## src/rxeq_pkg.sv

```systemverilog
// Package: constants shared by the receiver equalizer control block
package rxeq_pkg;

  // ****************************************
  // Register map (APB byte addresses)
  // ****************************************
  localparam logic [11:0] CTRL_ADDR    = 12'h000;
  localparam logic [11:0] TAPIN_ADDR   = 12'h004;
  localparam logic [11:0] DLYIN_ADDR   = 12'h008;
  localparam logic [11:0] TAPMON_ADDR  = 12'h00C;
  localparam logic [11:0] CALMON_ADDR  = 12'h010;
  localparam logic [11:0] STATUS_ADDR  = 12'h014;
  localparam logic [11:0] TAPHI_ADDR   = 12'h018;

  // ****************************************
  // Control register fields
  // ****************************************
  localparam int CFG_LO        = 0;   // equalizer_config_word [9:0]
  localparam int CFG_W         = 10;
  localparam int CFG_DLY_OVR   = 8;
  localparam int CFG_TAP_OVR   = 9;
  localparam int GND_BIT       = 10;
  localparam int RAIL_BIT      = 11;
  localparam int MODE_LO       = 12;
  localparam int MODE_W        = 2;
  localparam int RESET_BIT     = 14;
  localparam logic [31:0] CTRL_RESET = 32'h0000_0800;

  // ****************************************
  // Widths
  // ****************************************
  localparam int DLY_W  = 6;
  localparam int EYE_W  = 5;
  localparam int SENS_W = 3;
  localparam int T1_W   = 5;
  localparam int T2_W   = 5;
  localparam int T34_W  = 4;
  localparam int NCH    = 2;

  // ****************************************
  // Termination selection (one-hot to pad switches)
  // ****************************************
  typedef enum logic [2:0] {
    TERM_GND  = 3'h1,
    TERM_TWO3 = 3'h2,
    TERM_RAIL = 3'h4
  } rxeq_term_type;

  // ****************************************
  // Calibration timing
  // ****************************************
  localparam int CAL_TIME_NS = 400;
  localparam int CLK_PERIOD_NS = 4;
  localparam int CAL_CYCLES  = CAL_TIME_NS / CLK_PERIOD_NS;

endpackage : rxeq_pkg

```

## src/rxeq_sync.sv

```systemverilog
// Three-flop synchroniser for the transceiver reset pin
`timescale 1ns/10ps
module rxeq_sync (
  input  wire logic clk,
  input  wire logic rst,
  input  wire logic din,
  output logic      dout
);

  logic s1Q;
  logic s2Q;
  logic s3Q;

  // First flop feeds only the second; output moves when stages two and three agree
  always_ff @(posedge clk or posedge rst) begin
    if (rst) begin
      s1Q  <= 1'b0;
      s2Q  <= 1'b0;
      s3Q  <= 1'b0;
      dout <= 1'b0;
    end else begin
      s1Q <= din;
      s2Q <= s1Q;
      s3Q <= s2Q;
      if (s2Q == s3Q) begin
        dout <= s3Q;
      end
    end
  end

endmodule : rxeq_sync

```

## src/rxeq_chan_cal.sv

```systemverilog
// One channel of the feedback equalizer calibration and weight selection
`timescale 1ns/10ps
module rxeq_chan_cal #(
  parameter int CAL_CYCLES = rxeq_pkg::CAL_CYCLES
) (
  input  wire logic                        clk,
  input  wire logic                        rst,
  input  wire logic                        xcvrReset,
  input  wire logic                        dlyOverride,
  input  wire logic                        tapOverride,
  input  wire logic [rxeq_pkg::DLY_W-1:0]  dlyIn,
  input  wire logic [rxeq_pkg::T1_W-1:0]   tap1In,
  input  wire logic [rxeq_pkg::T2_W-1:0]   tap2In,
  input  wire logic [rxeq_pkg::T34_W-1:0]  tap3In,
  input  wire logic [rxeq_pkg::T34_W-1:0]  tap4In,
  output logic      [rxeq_pkg::DLY_W-1:0]  dlyOut,
  output logic      [rxeq_pkg::EYE_W-1:0]  eyeOut,
  output logic      [rxeq_pkg::SENS_W-1:0] sensOut,
  output logic      [rxeq_pkg::T1_W-1:0]   tap1Out,
  output logic      [rxeq_pkg::T2_W-1:0]   tap2Out,
  output logic      [rxeq_pkg::T34_W-1:0]  tap3Out,
  output logic      [rxeq_pkg::T34_W-1:0]  tap4Out,
  output logic                             calBusy
);

  typedef enum {IDLE, SENS, DLY, RUN} rxeq_cal_type;

  rxeq_cal_type                stateQ;
  logic [15:0]                 cntQ;
  logic [rxeq_pkg::DLY_W-1:0]  calDlyQ;
  logic [rxeq_pkg::EYE_W-1:0]  eyeQ;
  logic [rxeq_pkg::SENS_W-1:0] sensQ;
  logic [rxeq_pkg::T1_W-1:0]   ad1Q;
  logic [rxeq_pkg::T2_W-1:0]   ad2Q;
  logic [rxeq_pkg::T34_W-1:0]  ad3Q;
  logic [rxeq_pkg::T34_W-1:0]  ad4Q;
  logic                        cntDone;

  assign cntDone = (cntQ == 16'(CAL_CYCLES - 1));

  // ****************************************
  // Calibration sequence, restarted by transceiver reset
  // ****************************************
  // Sampler offset first, then clock delay search while tracking best eye height
  always_ff @(posedge clk or posedge rst) begin
    if (rst) begin
      stateQ  <= IDLE;
      cntQ    <= 16'h0000;
      calDlyQ <= '0;
      eyeQ    <= '0;
      sensQ   <= '0;
    end else if (xcvrReset) begin
      stateQ <= IDLE;
      cntQ   <= 16'h0000;
    end else begin
      case (stateQ)
        IDLE: begin
          stateQ  <= SENS;
          sensQ   <= '0;
          calDlyQ <= '0;
          eyeQ    <= '0;
        end
        SENS: begin
          cntQ <= cntDone ? 16'h0000 : cntQ + 16'h0001;
          if (cntDone) begin
            sensQ  <= 3'(cntQ[2:0] ^ cntQ[5:3]);
            stateQ <= DLY;
          end
        end
        DLY: begin
          cntQ <= cntDone ? 16'h0000 : cntQ + 16'h0001;
          if (cntQ[2:0] == 3'h7 && eyeQ != '1) begin
            eyeQ    <= eyeQ + 5'h01;
            calDlyQ <= calDlyQ + 6'h01;
          end
          if (cntDone) begin
            stateQ <= RUN;
          end
        end
        RUN: begin
          stateQ <= RUN;
        end
        default: begin
          stateQ <= IDLE;
        end
      endcase
    end
  end

  // Self-adapted weights track the eye height while in RUN; a crude stand-in for the analog loop
  always_ff @(posedge clk or posedge rst) begin
    if (rst) begin
      ad1Q <= '0;
      ad2Q <= '0;
      ad3Q <= '0;
      ad4Q <= '0;
    end else if (stateQ == RUN) begin
      ad1Q <= eyeQ;
      ad2Q <= {1'b0, eyeQ[4:1]};
      ad3Q <= {1'b1, eyeQ[4:2]};
      ad4Q <= {1'b0, eyeQ[4:2]};
    end
  end

  // ****************************************
  // Monitor outputs
  // ****************************************
  always_ff @(posedge clk or posedge rst) begin
    if (rst) begin
      dlyOut  <= '0;
      eyeOut  <= '0;
      sensOut <= '0;
      tap1Out <= '0;
      tap2Out <= '0;
      tap3Out <= '0;
      tap4Out <= '0;
      calBusy <= 1'b1;
    end else begin
      dlyOut  <= dlyOverride ? dlyIn : calDlyQ;
      eyeOut  <= eyeQ;
      sensOut <= sensQ;
      tap1Out <= tapOverride ? tap1In : ad1Q;
      tap2Out <= tapOverride ? tap2In : ad2Q;
      tap3Out <= tapOverride ? tap3In : ad3Q;
      tap4Out <= tapOverride ? tap4In : ad4Q;
      calBusy <= (stateQ != RUN);
    end
  end

endmodule : rxeq_chan_cal

```

## src/rxeq_top.sv

```systemverilog
// Top: APB registers, termination select, equalizer mode and two calibration channels
`timescale 1ns/10ps

// Behaviour
// - Exactly one termination voltage is connected to both pads at any time.
// - Ground flag wins to ground; rail flag to full rail; neither gives two thirds.
// - Linear equalizer runs in one of four modes from a 2-bit select.
// - Six-bit delay override spans zero to ninety degrees of clock phase.
// - Delay override is used only while configuration bit 8 is set.
// - Each channel reports its applied delay (override value or calibration result) on a 6-bit monitor.
// - Averaged eye height reported on a 5-bit monitor, all ones near 180 mV.
// - Sampler offset self-calibrates after reset, reported as 3 bits, 000 lowest.
// - Tap one weight is a 5-bit input per channel.
// - Tap two weight is sign plus 4-bit magnitude.
// - Taps three and four are sign plus 3-bit magnitude.
// - Each channel monitors all four tap weights with matching encodings.
// - Configuration bit 9 selects tap inputs over self-adapted weights.
// - With configuration bit 8 clear the calibrated delay is applied.
// - Delay calibration runs when transceiver reset is released.
module rxeq_top #(
  parameter int CAL_CYCLES = rxeq_pkg::CAL_CYCLES
) (
  input  wire logic        clk,
  input  wire logic        rst,
  input  wire logic        psel,
  input  wire logic        penable,
  input  wire logic        pwrite,
  input  wire logic [11:0] paddr,
  input  wire logic [31:0] pwdata,
  output logic      [31:0] prdata,
  output logic             pready,
  output logic             pslverr,
  input  wire logic        transceiverResetPin,
  output logic      [2:0]  termSwitch0,
  output logic      [2:0]  termSwitch1,
  output logic      [1:0]  linearEqModeSelect,
  output logic      [rxeq_pkg::DLY_W-1:0] appliedDelay0,
  output logic      [rxeq_pkg::DLY_W-1:0] appliedDelay1
);

  // ****************************************
  // Registers
  // ****************************************
  logic [31:0] ctrlQ;
  logic [31:0] tapInQ [rxeq_pkg::NCH];
  logic [31:0] dlyInQ;
  logic        xcvrResetPin;
  logic        xcvrReset;

  logic [rxeq_pkg::DLY_W-1:0]  dlyMon  [rxeq_pkg::NCH];
  logic [rxeq_pkg::EYE_W-1:0]  eyeMon  [rxeq_pkg::NCH];
  logic [rxeq_pkg::SENS_W-1:0] sensMon [rxeq_pkg::NCH];
  logic [rxeq_pkg::T1_W-1:0]   t1Mon   [rxeq_pkg::NCH];
  logic [rxeq_pkg::T2_W-1:0]   t2Mon   [rxeq_pkg::NCH];
  logic [rxeq_pkg::T34_W-1:0]  t3Mon   [rxeq_pkg::NCH];
  logic [rxeq_pkg::T34_W-1:0]  t4Mon   [rxeq_pkg::NCH];
  logic                        busy    [rxeq_pkg::NCH];

  logic access;
  logic addrOk;

  // Decodes a termination pair; ground takes priority so two switches never close
  function automatic rxeq_pkg::rxeq_term_type term_decode(input logic gnd, input logic rail);
    if (gnd) begin
      term_decode = rxeq_pkg::TERM_GND;
    end else if (rail) begin
      term_decode = rxeq_pkg::TERM_RAIL;
    end else begin
      term_decode = rxeq_pkg::TERM_TWO3;
    end
  endfunction : term_decode

  function automatic logic addr_valid(input logic [11:0] a);
    addr_valid = (a == rxeq_pkg::CTRL_ADDR)   || (a == rxeq_pkg::TAPIN_ADDR)  ||
                 (a == rxeq_pkg::DLYIN_ADDR)  || (a == rxeq_pkg::TAPMON_ADDR) ||
                 (a == rxeq_pkg::CALMON_ADDR) || (a == rxeq_pkg::STATUS_ADDR) ||
                 (a == rxeq_pkg::TAPHI_ADDR);
  endfunction : addr_valid

  assign access = psel && penable;
  assign addrOk = addr_valid(paddr);

  // ****************************************
  // Reset pin crossing, combined with software reset bit
  // ****************************************
  rxeq_sync u_sync (
    .clk  (clk),
    .rst  (rst),
    .din  (transceiverResetPin),
    .dout (xcvrResetPin)
  );
  assign xcvrReset = xcvrResetPin | ctrlQ[rxeq_pkg::RESET_BIT];

  // ****************************************
  // Writable registers
  // ****************************************
  always_ff @(posedge clk or posedge rst) begin
    if (rst) begin
      ctrlQ     <= rxeq_pkg::CTRL_RESET;
      tapInQ[0] <= 32'h0000_0000;
      tapInQ[1] <= 32'h0000_0000;
      dlyInQ    <= 32'h0000_0000;
    end else if (access && pwrite && pready) begin
      case (paddr)
        rxeq_pkg::CTRL_ADDR:   ctrlQ     <= pwdata;
        rxeq_pkg::TAPIN_ADDR:  tapInQ[0] <= pwdata;
        rxeq_pkg::DLYIN_ADDR:  dlyInQ    <= pwdata;
        rxeq_pkg::TAPMON_ADDR: tapInQ[1] <= pwdata;
        default: ;
      endcase
    end
  end

  // ****************************************
  // APB answer: no wait states, error on unmapped address
  // ****************************************
  always_ff @(posedge clk or posedge rst) begin
    if (rst) begin
      pready  <= 1'b0;
      pslverr <= 1'b0;
      prdata  <= 32'h0000_0000;
    end else begin
      pready  <= psel && !penable;
      pslverr <= psel && !penable && !addrOk;
      // Refused writes clear the data bus too, so an error never carries stale read data
      if (psel && !penable && !(pwrite && addrOk)) begin
        case (paddr)
          rxeq_pkg::CTRL_ADDR:   prdata <= ctrlQ;
          rxeq_pkg::TAPIN_ADDR:  prdata <= tapInQ[0];
          rxeq_pkg::DLYIN_ADDR:  prdata <= dlyInQ;
          rxeq_pkg::TAPMON_ADDR: prdata <= tapInQ[1];
          // Eight monitors need 36 bits; the second channel's fourth tap spills to its own word
          rxeq_pkg::CALMON_ADDR: prdata <= {t3Mon[1], t2Mon[1], t1Mon[1],
                                            t4Mon[0], t3Mon[0], t2Mon[0], t1Mon[0]};
          rxeq_pkg::TAPHI_ADDR:  prdata <= {28'h000_0000, t4Mon[1]};
          rxeq_pkg::STATUS_ADDR: prdata <= {busy[1], busy[0], 2'h0,
                                            sensMon[1], sensMon[0], eyeMon[1], eyeMon[0],
                                            dlyMon[1], dlyMon[0]};
          default:               prdata <= 32'h0000_0000;
        endcase
      end
    end
  end

  // ****************************************
  // Termination and linear equalizer outputs
  // ****************************************
  always_ff @(posedge clk or posedge rst) begin
    if (rst) begin
      termSwitch0        <= rxeq_pkg::TERM_RAIL;
      termSwitch1        <= rxeq_pkg::TERM_RAIL;
      linearEqModeSelect <= 2'h0;
    end else begin
      termSwitch0        <= term_decode(ctrlQ[rxeq_pkg::GND_BIT], ctrlQ[rxeq_pkg::RAIL_BIT]);
      termSwitch1        <= term_decode(ctrlQ[rxeq_pkg::GND_BIT], ctrlQ[rxeq_pkg::RAIL_BIT]);
      linearEqModeSelect <= ctrlQ[rxeq_pkg::MODE_LO +: rxeq_pkg::MODE_W];
    end
  end

  // ****************************************
  // Calibration channels
  // ****************************************
  logic [rxeq_pkg::DLY_W-1:0] dlyApplied [rxeq_pkg::NCH];

  genvar ch;
  generate
    for (ch = 0; ch < rxeq_pkg::NCH; ch++) begin : g_chan
      rxeq_chan_cal #(
        .CAL_CYCLES (CAL_CYCLES)
      ) u_cal (
        .clk         (clk),
        .rst         (rst),
        .xcvrReset   (xcvrReset),
        .dlyOverride (ctrlQ[rxeq_pkg::CFG_DLY_OVR]),
        .tapOverride (ctrlQ[rxeq_pkg::CFG_TAP_OVR]),
        .dlyIn       (dlyInQ[ch*8 +: rxeq_pkg::DLY_W]),
        .tap1In      (tapInQ[ch][0 +: rxeq_pkg::T1_W]),
        .tap2In      (tapInQ[ch][8 +: rxeq_pkg::T2_W]),
        .tap3In      (tapInQ[ch][16 +: rxeq_pkg::T34_W]),
        .tap4In      (tapInQ[ch][24 +: rxeq_pkg::T34_W]),
        .dlyOut      (dlyApplied[ch]),
        .eyeOut      (eyeMon[ch]),
        .sensOut     (sensMon[ch]),
        .tap1Out     (t1Mon[ch]),
        .tap2Out     (t2Mon[ch]),
        .tap3Out     (t3Mon[ch]),
        .tap4Out     (t4Mon[ch]),
        .calBusy     (busy[ch])
      );
      assign dlyMon[ch] = dlyApplied[ch];
    end
  endgenerate

  // Applied delay also leaves as a registered output
  always_ff @(posedge clk or posedge rst) begin
    if (rst) begin
      appliedDelay0 <= '0;
      appliedDelay1 <= '0;
    end else begin
      appliedDelay0 <= dlyMon[0];
      appliedDelay1 <= dlyMon[1];
    end
  end

endmodule : rxeq_top

```

## config.mk

```make
export PLATFORM = sky130hd
export DESIGN_NAME = rxeq_top
export DESIGN_NICKNAME = d
export VERILOG_FILES = /design/src/rxeq_pkg.sv /design/src/rxeq_sync.sv /design/src/rxeq_chan_cal.sv /design/src/rxeq_top.sv
export SDC_FILE = /design/constraint.sdc
export NUM_CORES = 1
export LEC_CHECK = 0
export BUFFER_PORTS_ARGS = -buffer_cell sky130_fd_sc_hd__clkbuf_2
export CAP_MARGIN = 25
export CORE_AREA = 4 4 194 196
export DETAILED_ROUTE_END_ITERATION = 8
export DIE_AREA = 0 0 198 200
export MAX_ROUTING_LAYER = met4
export RECOVER_POWER = 100
export SLEW_MARGIN = 20
export SYNTH_ARGS = -nofsm -noshare
export SYNTH_HDL_FRONTEND = slang
export SYNTH_SLANG_ARGS = --single-unit
```

## constraint.sdc

```tcl
create_clock -name clk -period 20.4 [get_ports clk]
set_clock_uncertainty 0.2 [all_clocks]
set_input_delay 6.12 -clock clk [delete_from_list [all_inputs] [get_ports clk]]
set_output_delay 6.12 -clock clk [all_outputs]
set_load 0.1 [all_outputs]
```

==> flow_metrics.py, run 1 <==
metrics = {
    "synth": {
        "synthTopCellsByArea": "dfrtp_1, mux2_2, mux2i_1",
        "syn-num-nets": 1226,
        "ys_ff_latch": 325,
        "synth_cell_types": 56,
        "synth_seq_area_share": 0.572,
        "synth.top_cell.area_share": 0.564,
        "syn_area_sq_um": 14200,
        "yosys.area.top_type": "dfrtp_1",
        "yosys_warnings": 0,
        "syn-mean-instance-area_sq_um": 12.3,
        "async_flop_share": 1.00,
        "yosysMostFrequentCell": "dfrtp_1",
        "synth-edff-count": 0,
        "netlist_instances": 1157,
        "yosys-top-cells-count": "dfrtp_1, mux2_2, nand2_1, mux2i_1, nor2_1",
        "yosys_most_used_dff": "dfrtp_1",
    },
    "power_and_ir_drop": {
        "p_seq_frac": 0.455,
        "clkPwrFrac": 0.456,
        "power.switching_uw": 376,
        "p_int_uw": 1130,
        "power.density_nw_per_um2": 92.6,
        "power_uw": 1500,
        "p_leak_uw": 0.00779,
        "combPwrFrac": 0.089,
        "vdd_drop_max_mv": 0.0599,
        "netSwitchingFraction": 0.250,
    },
    "global_routing": {
        "grt-busiest-layer": "met2",
        "gr-usage-met2": 0.301,
        "grt.total_usage": 0.190,
        "met1_usage": 0.260,
        "grt_util_met3": 0.0305,
        "antenna_found_initial": 2,
        "gr-total-overflow": 0,
        "grt_pass1_wl_microns": 57200,
        "grt_max_degree": 196,
        "grt_pass1_vias": 9780,
    },
    "critical_path": {
        "crit_fanout": 131,
        "path_cells": "clkbuf_1, clkinvlp_2, clkbuf_1",
        "slowest_delay_ns": 3.16,
        "crit_arrival_ns": 12.40,
        "reg2reg_from": "pready$_DFF_PP0_",
        "crit_required_ns": 19.90,
        "crit_family": "buffers and inverters",
        "worstSetupStartpoint": "rst",
        "criticalPathCategory": "primary input to async pin",
        "start_kind": "primary input",
        "critPathBufInv": 3,
        "cpMaxStageDelayCell": "clkinvlp_2",
        "path_common_cell": "clkbuf_1",
        "critPathCaptureType": "async pin",
    },
    "drt": {
        "dr.pass1.iters": 6,
        "routed-via-count": 9316,
        "antenna_left": 0,
        "drt-wirelength-per-cell_microns": 20.8,
        "drcViolationCount": 0,
        "drt_iter0_markers": 580,
        "viasPerCell": 5.32,
        "wirelength_microns": 36500,
    },
    "clock_network": {
        "clk_path_buf_depth": 3,
        "htree_num_levels": 2,
        "cts-root-buf": "clkbuf_16",
        "cts_made_buffers": 36,
        "cts_resized": 0,
        "cts_setup_buffers": 0,
        "numClockSinks": 325,
        "insertion_delay_ns": 0.52,
        "path_clk_slew_ns": 0.06,
        "cts_hold_buf": 0,
        "cts_tree": "built",
    },
    "floorplanning": {
        "initial_core_util": 0.394,
        "fp.dieH_microns": 200,
        "dieArea_sq_um": 39600,
        "fp.dieW_microns": 198,
        "io_pins": 104,
        "core_area_sq_um": 36100,
        "num_rows": 70,
    },
    "layout": {
        "drive_gt1_frac": 0.209,
        "layout-area-overhead-vs-synth_pct": 14.1,
        "finalNonFillerCells": 1752,
        "final_core_util": 0.450,
        "fillerInstances": 3374,
        "nNetsFinal": 1325,
    },
    "sta": {
        "hold_viol_final": 0,
        "period_needed_ns": 12.90,
        "period_share": 0.632,
        "maxSlewViolCount": 356,
        "hold-worst-slack_ns": 0.151,
        "rsz0062_at_grt": "false",
        "setup_viol": 0,
        "fin_setup_tns_ns": 0,
        "fmax_mhz": 77.5,
        "worst_pin_slew_ns": 5.77,
        "slew_headroom": -2.87,
    },
    "status": {
        "status": "finished, violations left",
        "violations": "max-capacitance violations, max-slew violations",
    },
    "run": {
        "timing.max_cap.violations": 7,
    },
    "min_path": {
        "hold_class": "flip-flop to flip-flop",
        "hp-start": "u_sync.s1Q$_DFF_PP0_",
    },
    "placement": {
        "dpl.cell_count": 1684,
        "gp_congestion": 0.822,
        "dpl.hpwl_microns": 24300,
        "io_buffers": 103,
    },
}
routing by layer:
layer  up-vias  wire, microns
met5         -              0
met4         0            728
met3        56           1920
met2       242          17100
met1      4708          16800
li1       4310              -
sequential cells by signal, indices dropped and copies added, names as in the netlist, 6 cells and up:
| register | flops |
|---|---|
| g_chan.u_cal.eyeQ | 10 |
| g_chan.u_cal.eyeOut | 10 |
| g_chan.u_cal.sensOut | 6 |
| g_chan.u_cal.tap3Out | 8 |
| g_chan.u_cal.tap2Out | 10 |
| g_chan.u_cal.ad3Q | 8 |
| g_chan.u_cal.tap4Out | 8 |
| appliedDelay0 | 6 |
| dlyInQ | 32 |
| g_chan.u_cal.tap1Out | 10 |
| appliedDelay1 | 6 |
| prdata | 32 |
| ctrlQ | 32 |
| g_chan.u_cal.sensQ | 6 |
| g_chan.u_cal.cntQ | 32 |
| g_chan.u_cal.calDlyQ | 12 |
| g_chan.u_cal.dlyOut | 12 |
| tapInQ | 64 |
logic make-up (layout without fill, tap and decap cells):
group                      after synthesis  after routing  share of synthesized area
AOI/OAI and AO/OA                      158            158                     0.0725
xor gates and xnor gates                32             32                     0.0197
adders and majority gates               20             20                     0.0174
buffers and inverters                   79            204                     0.0258
DFF                                    325            325                      0.572
muxes                                  231            231                      0.186
other                                    0              2                          0
and+or+nand+nor                        312            312                      0.106
final timing paths:
path                                                           to  slack (ns)  cells after the start
min in group asynchronous  g_chan[1].u_cal.calDlyQ[3]$_DFFE_PP0P_        7.20                      2
max in group clk                           tapInQ[13]$_DFFE_PP0P_        9.02                      7
setup reg to reg                           tapInQ[13]$_DFFE_PP0P_       16.69                      4
hold / removal                               u_sync.s2Q$_DFF_PP0_        0.15                      0
setup / recovery              g_chan[0].u_cal.ad3Q[2]$_DFFE_PP0N_        7.50                      3
hold reg to reg                              u_sync.s2Q$_DFF_PP0_        0.15                      0
metrics by stage:
step / area, sq um / worst slack (ns)
2_1_floorplan: 14200 / 5.09
6_report: 16200 / 7.50
3_5_place_dp: 15200 / 10.89
4_1_cts: 16500 / 11.43
3_3_place_gp: 15200 / 10.94
5_1_grt: 16200 / 5.90
placed cells by master (no fill, tap or decap), drive strengths merged, types with 14 or more instances in the layout:
| master | instances |
|---|---|
| dfrtp | 321 |
| a21oi | 27 |
| xnor2 | 19 |
| nand4 | 14 |
| inv | 18 |
| o21ai | 47 |
| nor2 | 49 |
| o22ai | 17 |
| mux2i | 57 |
| mux2 | 173 |
| nor4 | 19 |
| nand3 | 21 |
| clkbuf | 165 |
| nand2 | 132 |
| a22o | 21 |
| ha | 19 |
layout make-up:
| type | instances | area [sq um] | share of cell area |
|---|---|---|---|
| Clock buffer | 49 | 1030 | 0.0634 |
| Antenna cell | 2 | 5.00 | 0.000308 |
| Multi-Input combinational cell | 753 | 5610 | 0.346 |
| Tap cell | 468 | 586 | 0.0361 |
| Timing Repair Buffer | 123 | 567 | 0.0349 |
| Clock inverter | 15 | 238 | 0.0146 |
| Sequential cell | 325 | 8140 | 0.501 |
| Inverter | 17 | 65.1 | 0.00401 |
power by group through the flow:
| stage | clock network (uW) | logic [uW] | registers (uW) |
|---|---|---|---|
| 2_1_floorplan | 0 | 87.6 | 698 |
| 5_1_grt | 728 | 152 | 687 |
| 3_5_place_dp | 0 | 137 | 695 |
| 6_report | 686 | 134 | 684 |
| 4_1_cts | 701 | 138 | 684 |
| 3_3_place_gp | 0 | 135 | 694 |
Note: power is estimated with default switching activity, not from simulation.
==> run 2: changes to the inputs <==
Clock period 20.4 ns to 12.7 ns, I/O delays scaled along.
==> run 2 against run 1 <==
Compared with the run above: the run still ends with max-capacitance violations, max-slew violations left; critical path depth up 4; setup slack lost 3.6 ns; critical endpoint is now tapInQ[20]$_DFFE_PP0P_; cell count grew 0.17%; hold slack got worse by 0.0048 ns; combinational power grew 61%; register-to-register slack got worse by 7.6 ns; largest power group is now registers.
==> flow_metrics.py, run 2 (synthesis results as in run 1) <==
metrics = {
    "layout": {
        "drive_gt1_frac": 0.209,
        "finalNonFillerCells": 1755,
        "layout_common_cells": "dfrtp_1, mux2_2, nand2_1",
        "final_cell_area_sq_um": 16200,
        "nNetsFinal": 1326,
        "top_register": "tapInQ",
        "final_core_util": 0.449,
        "layout_commonest_cell": "dfrtp_1",
        "largest_register_ffs": 64,
        "layout-area-overhead-vs-synth_pct": 13.8,
    },
    "drt": {
        "wirelength_microns": 36200,
        "drcViolationCount": 0,
        "viasPerCell": 5.28,
        "dr.pass1.iters": 5,
        "routed-via-count": 9258,
        "antenna_left": 0,
        "drt_iter0_markers": 468,
        "drt-wirelength-per-cell_microns": 20.6,
    },
    "sta": {
        "rsz0062_at_grt": "false",
        "hold_viol_final": 0,
        "slew_headroom": -1.58,
        "setup_viol": 0,
        "maxSlewViolCount": 247,
        "worst_pin_slew_ns": 3.87,
        "period_share": 0.689,
        "period_needed_ns": 8.75,
        "fin_setup_tns_ns": 0,
        "fmax_mhz": 114,
    },
    "floorplanning": {
        "io_pins": 104,
        "num_rows": 70,
        "initial_core_util": 0.394,
        "dieArea_sq_um": 39600,
        "fp.dieH_microns": 200,
        "fp.dieW_microns": 198,
        "core_area_sq_um": 36100,
    },
    "placement": {
        "gp_congestion": 0.782,
        "io_buffers": 103,
        "dpl.hpwl_microns": 24300,
        "place_area_sq_um": 15200,
        "dpl.cell_count": 1687,
    },
    "clock_network": {
        "cts_resized": 0,
        "numClockSinks": 325,
        "htree_num_levels": 2,
        "cts-root-buf": "clkbuf_16",
        "cts_hold_buf": 0,
        "cts_tree": "built",
        "insertion_delay_ns": 0.54,
        "path_clk_slew_ns": 0.06,
        "cts_setup_buffers": 0,
        "cts_made_buffers": 36,
        "clk_path_buf_depth": 3,
    },
    "critical_path": {
        "crit_arrival_ns": 8.94,
        "r2r_setup_slack_ns": 9.06,
        "crit_fanout": 27,
        "critPathCaptureType": "flip-flop",
        "start_kind": "primary input",
        "criticalPathCategory": "primary input to flip-flop",
        "crit_required_ns": 12.89,
    },
    "power_and_ir_drop": {
        "power.switching_uw": 604,
        "power.density_nw_per_um2": 146,
        "p_seq_frac": 0.464,
        "netSwitchingFraction": 0.255,
        "combPwrFrac": 0.091,
        "clkPwrFrac": 0.445,
        "p_leak_uw": 0.00779,
        "vdd_drop_max_mv": 0.131,
        "p_int_uw": 1770,
    },
    "global_routing": {
        "grt_max_degree": 177,
        "antenna_found_initial": 2,
        "grt_pass1_wl_microns": 56600,
        "grt_pass1_vias": 9584,
        "grt.total_usage": 0.188,
        "gr-total-overflow": 0,
    },
    "status": {
        "violations": "max-capacitance violations, max-slew violations",
        "status": "finished, violations left",
    },
    "run": {
        "timing.max_cap.violations": 7,
    },
    "min_path": {
        "hold_class": "flip-flop to flip-flop",
    },
}
## run 2: metal layers
layer / GRT usage / vias to the layer above / share of wire
met4: 0.0388 / 0 / 0.014
li1: - / 4320 / -
met2: 0.301 / 200 / 0.48
met5: - / - / 0
met3: 0.0314 / 42 / 0.049
met1: 0.256 / 4696 / 0.46
## run 2: per-stage QoR
step / hold slack, ns / worst slack [ns] / power, uW
global placement: 0.133 / 5.47 / 1330
detailed placement: 0.135 / 5.44 / 1340
floorplan: 0.131 / 4.36 / 1260
global route: 0.153 / 3.78 / 2470
finish: 0.146 / 3.95 / 2370
CTS: 0.148 / 5.99 / 2400
## run 2: layout make-up
class | instances | area, sq um
repair buffers | 124 | 574
flip-flops and latches | 325 | 8140
diodes | 2 | 5.00
multi-input cells | 753 | 5610
clock buffers | 52 | 1060
inverters | 17 | 67.6
clock inverters | 14 | 156
fillers | 3393 | 19900
well taps | 468 | 586
## run 2: power groups by stage
stage               Sequential (uW)  Combinational (uW)  Clock [uW]
floorplan                      1120                 141           0
global placement               1120                 216           0
detailed placement             1120                 220           0
CTS                            1100                 222        1080
global route                   1100                 241        1130
finish                         1100                 216        1060
## run 2: worst paths after layout
path / startpoint / end / cells after the start
hold reg to reg: u_sync.s1Q$_DFF_PP0_ / u_sync.s2Q$_DFF_PP0_ / 0
setup reg to reg: pready$_DFF_PP0_ / dlyInQ[25]$_DFFE_PP0P_ / 4
max in group asynchronous: rst / ctrlQ[23]$_DFFE_PP0P_ / 4
min in group asynchronous: rst / g_chan[1].u_cal.cntQ[11]$_DFFE_PP0P_ / 3
setup / recovery: paddr[2] / tapInQ[20]$_DFFE_PP0P_ / 7
hold / removal: u_sync.s1Q$_DFF_PP0_ / u_sync.s2Q$_DFF_PP0_ / 0
## run 2: worst max-delay path, stage by stage
cell and delay, ns:
clkbuf_1 1.33, nand3b_1 0.22, nor4_1 0.26, clkbuf_1 0.85
nor2b_1 0.58, clkbuf_1 1.43, mux2_2 0.44
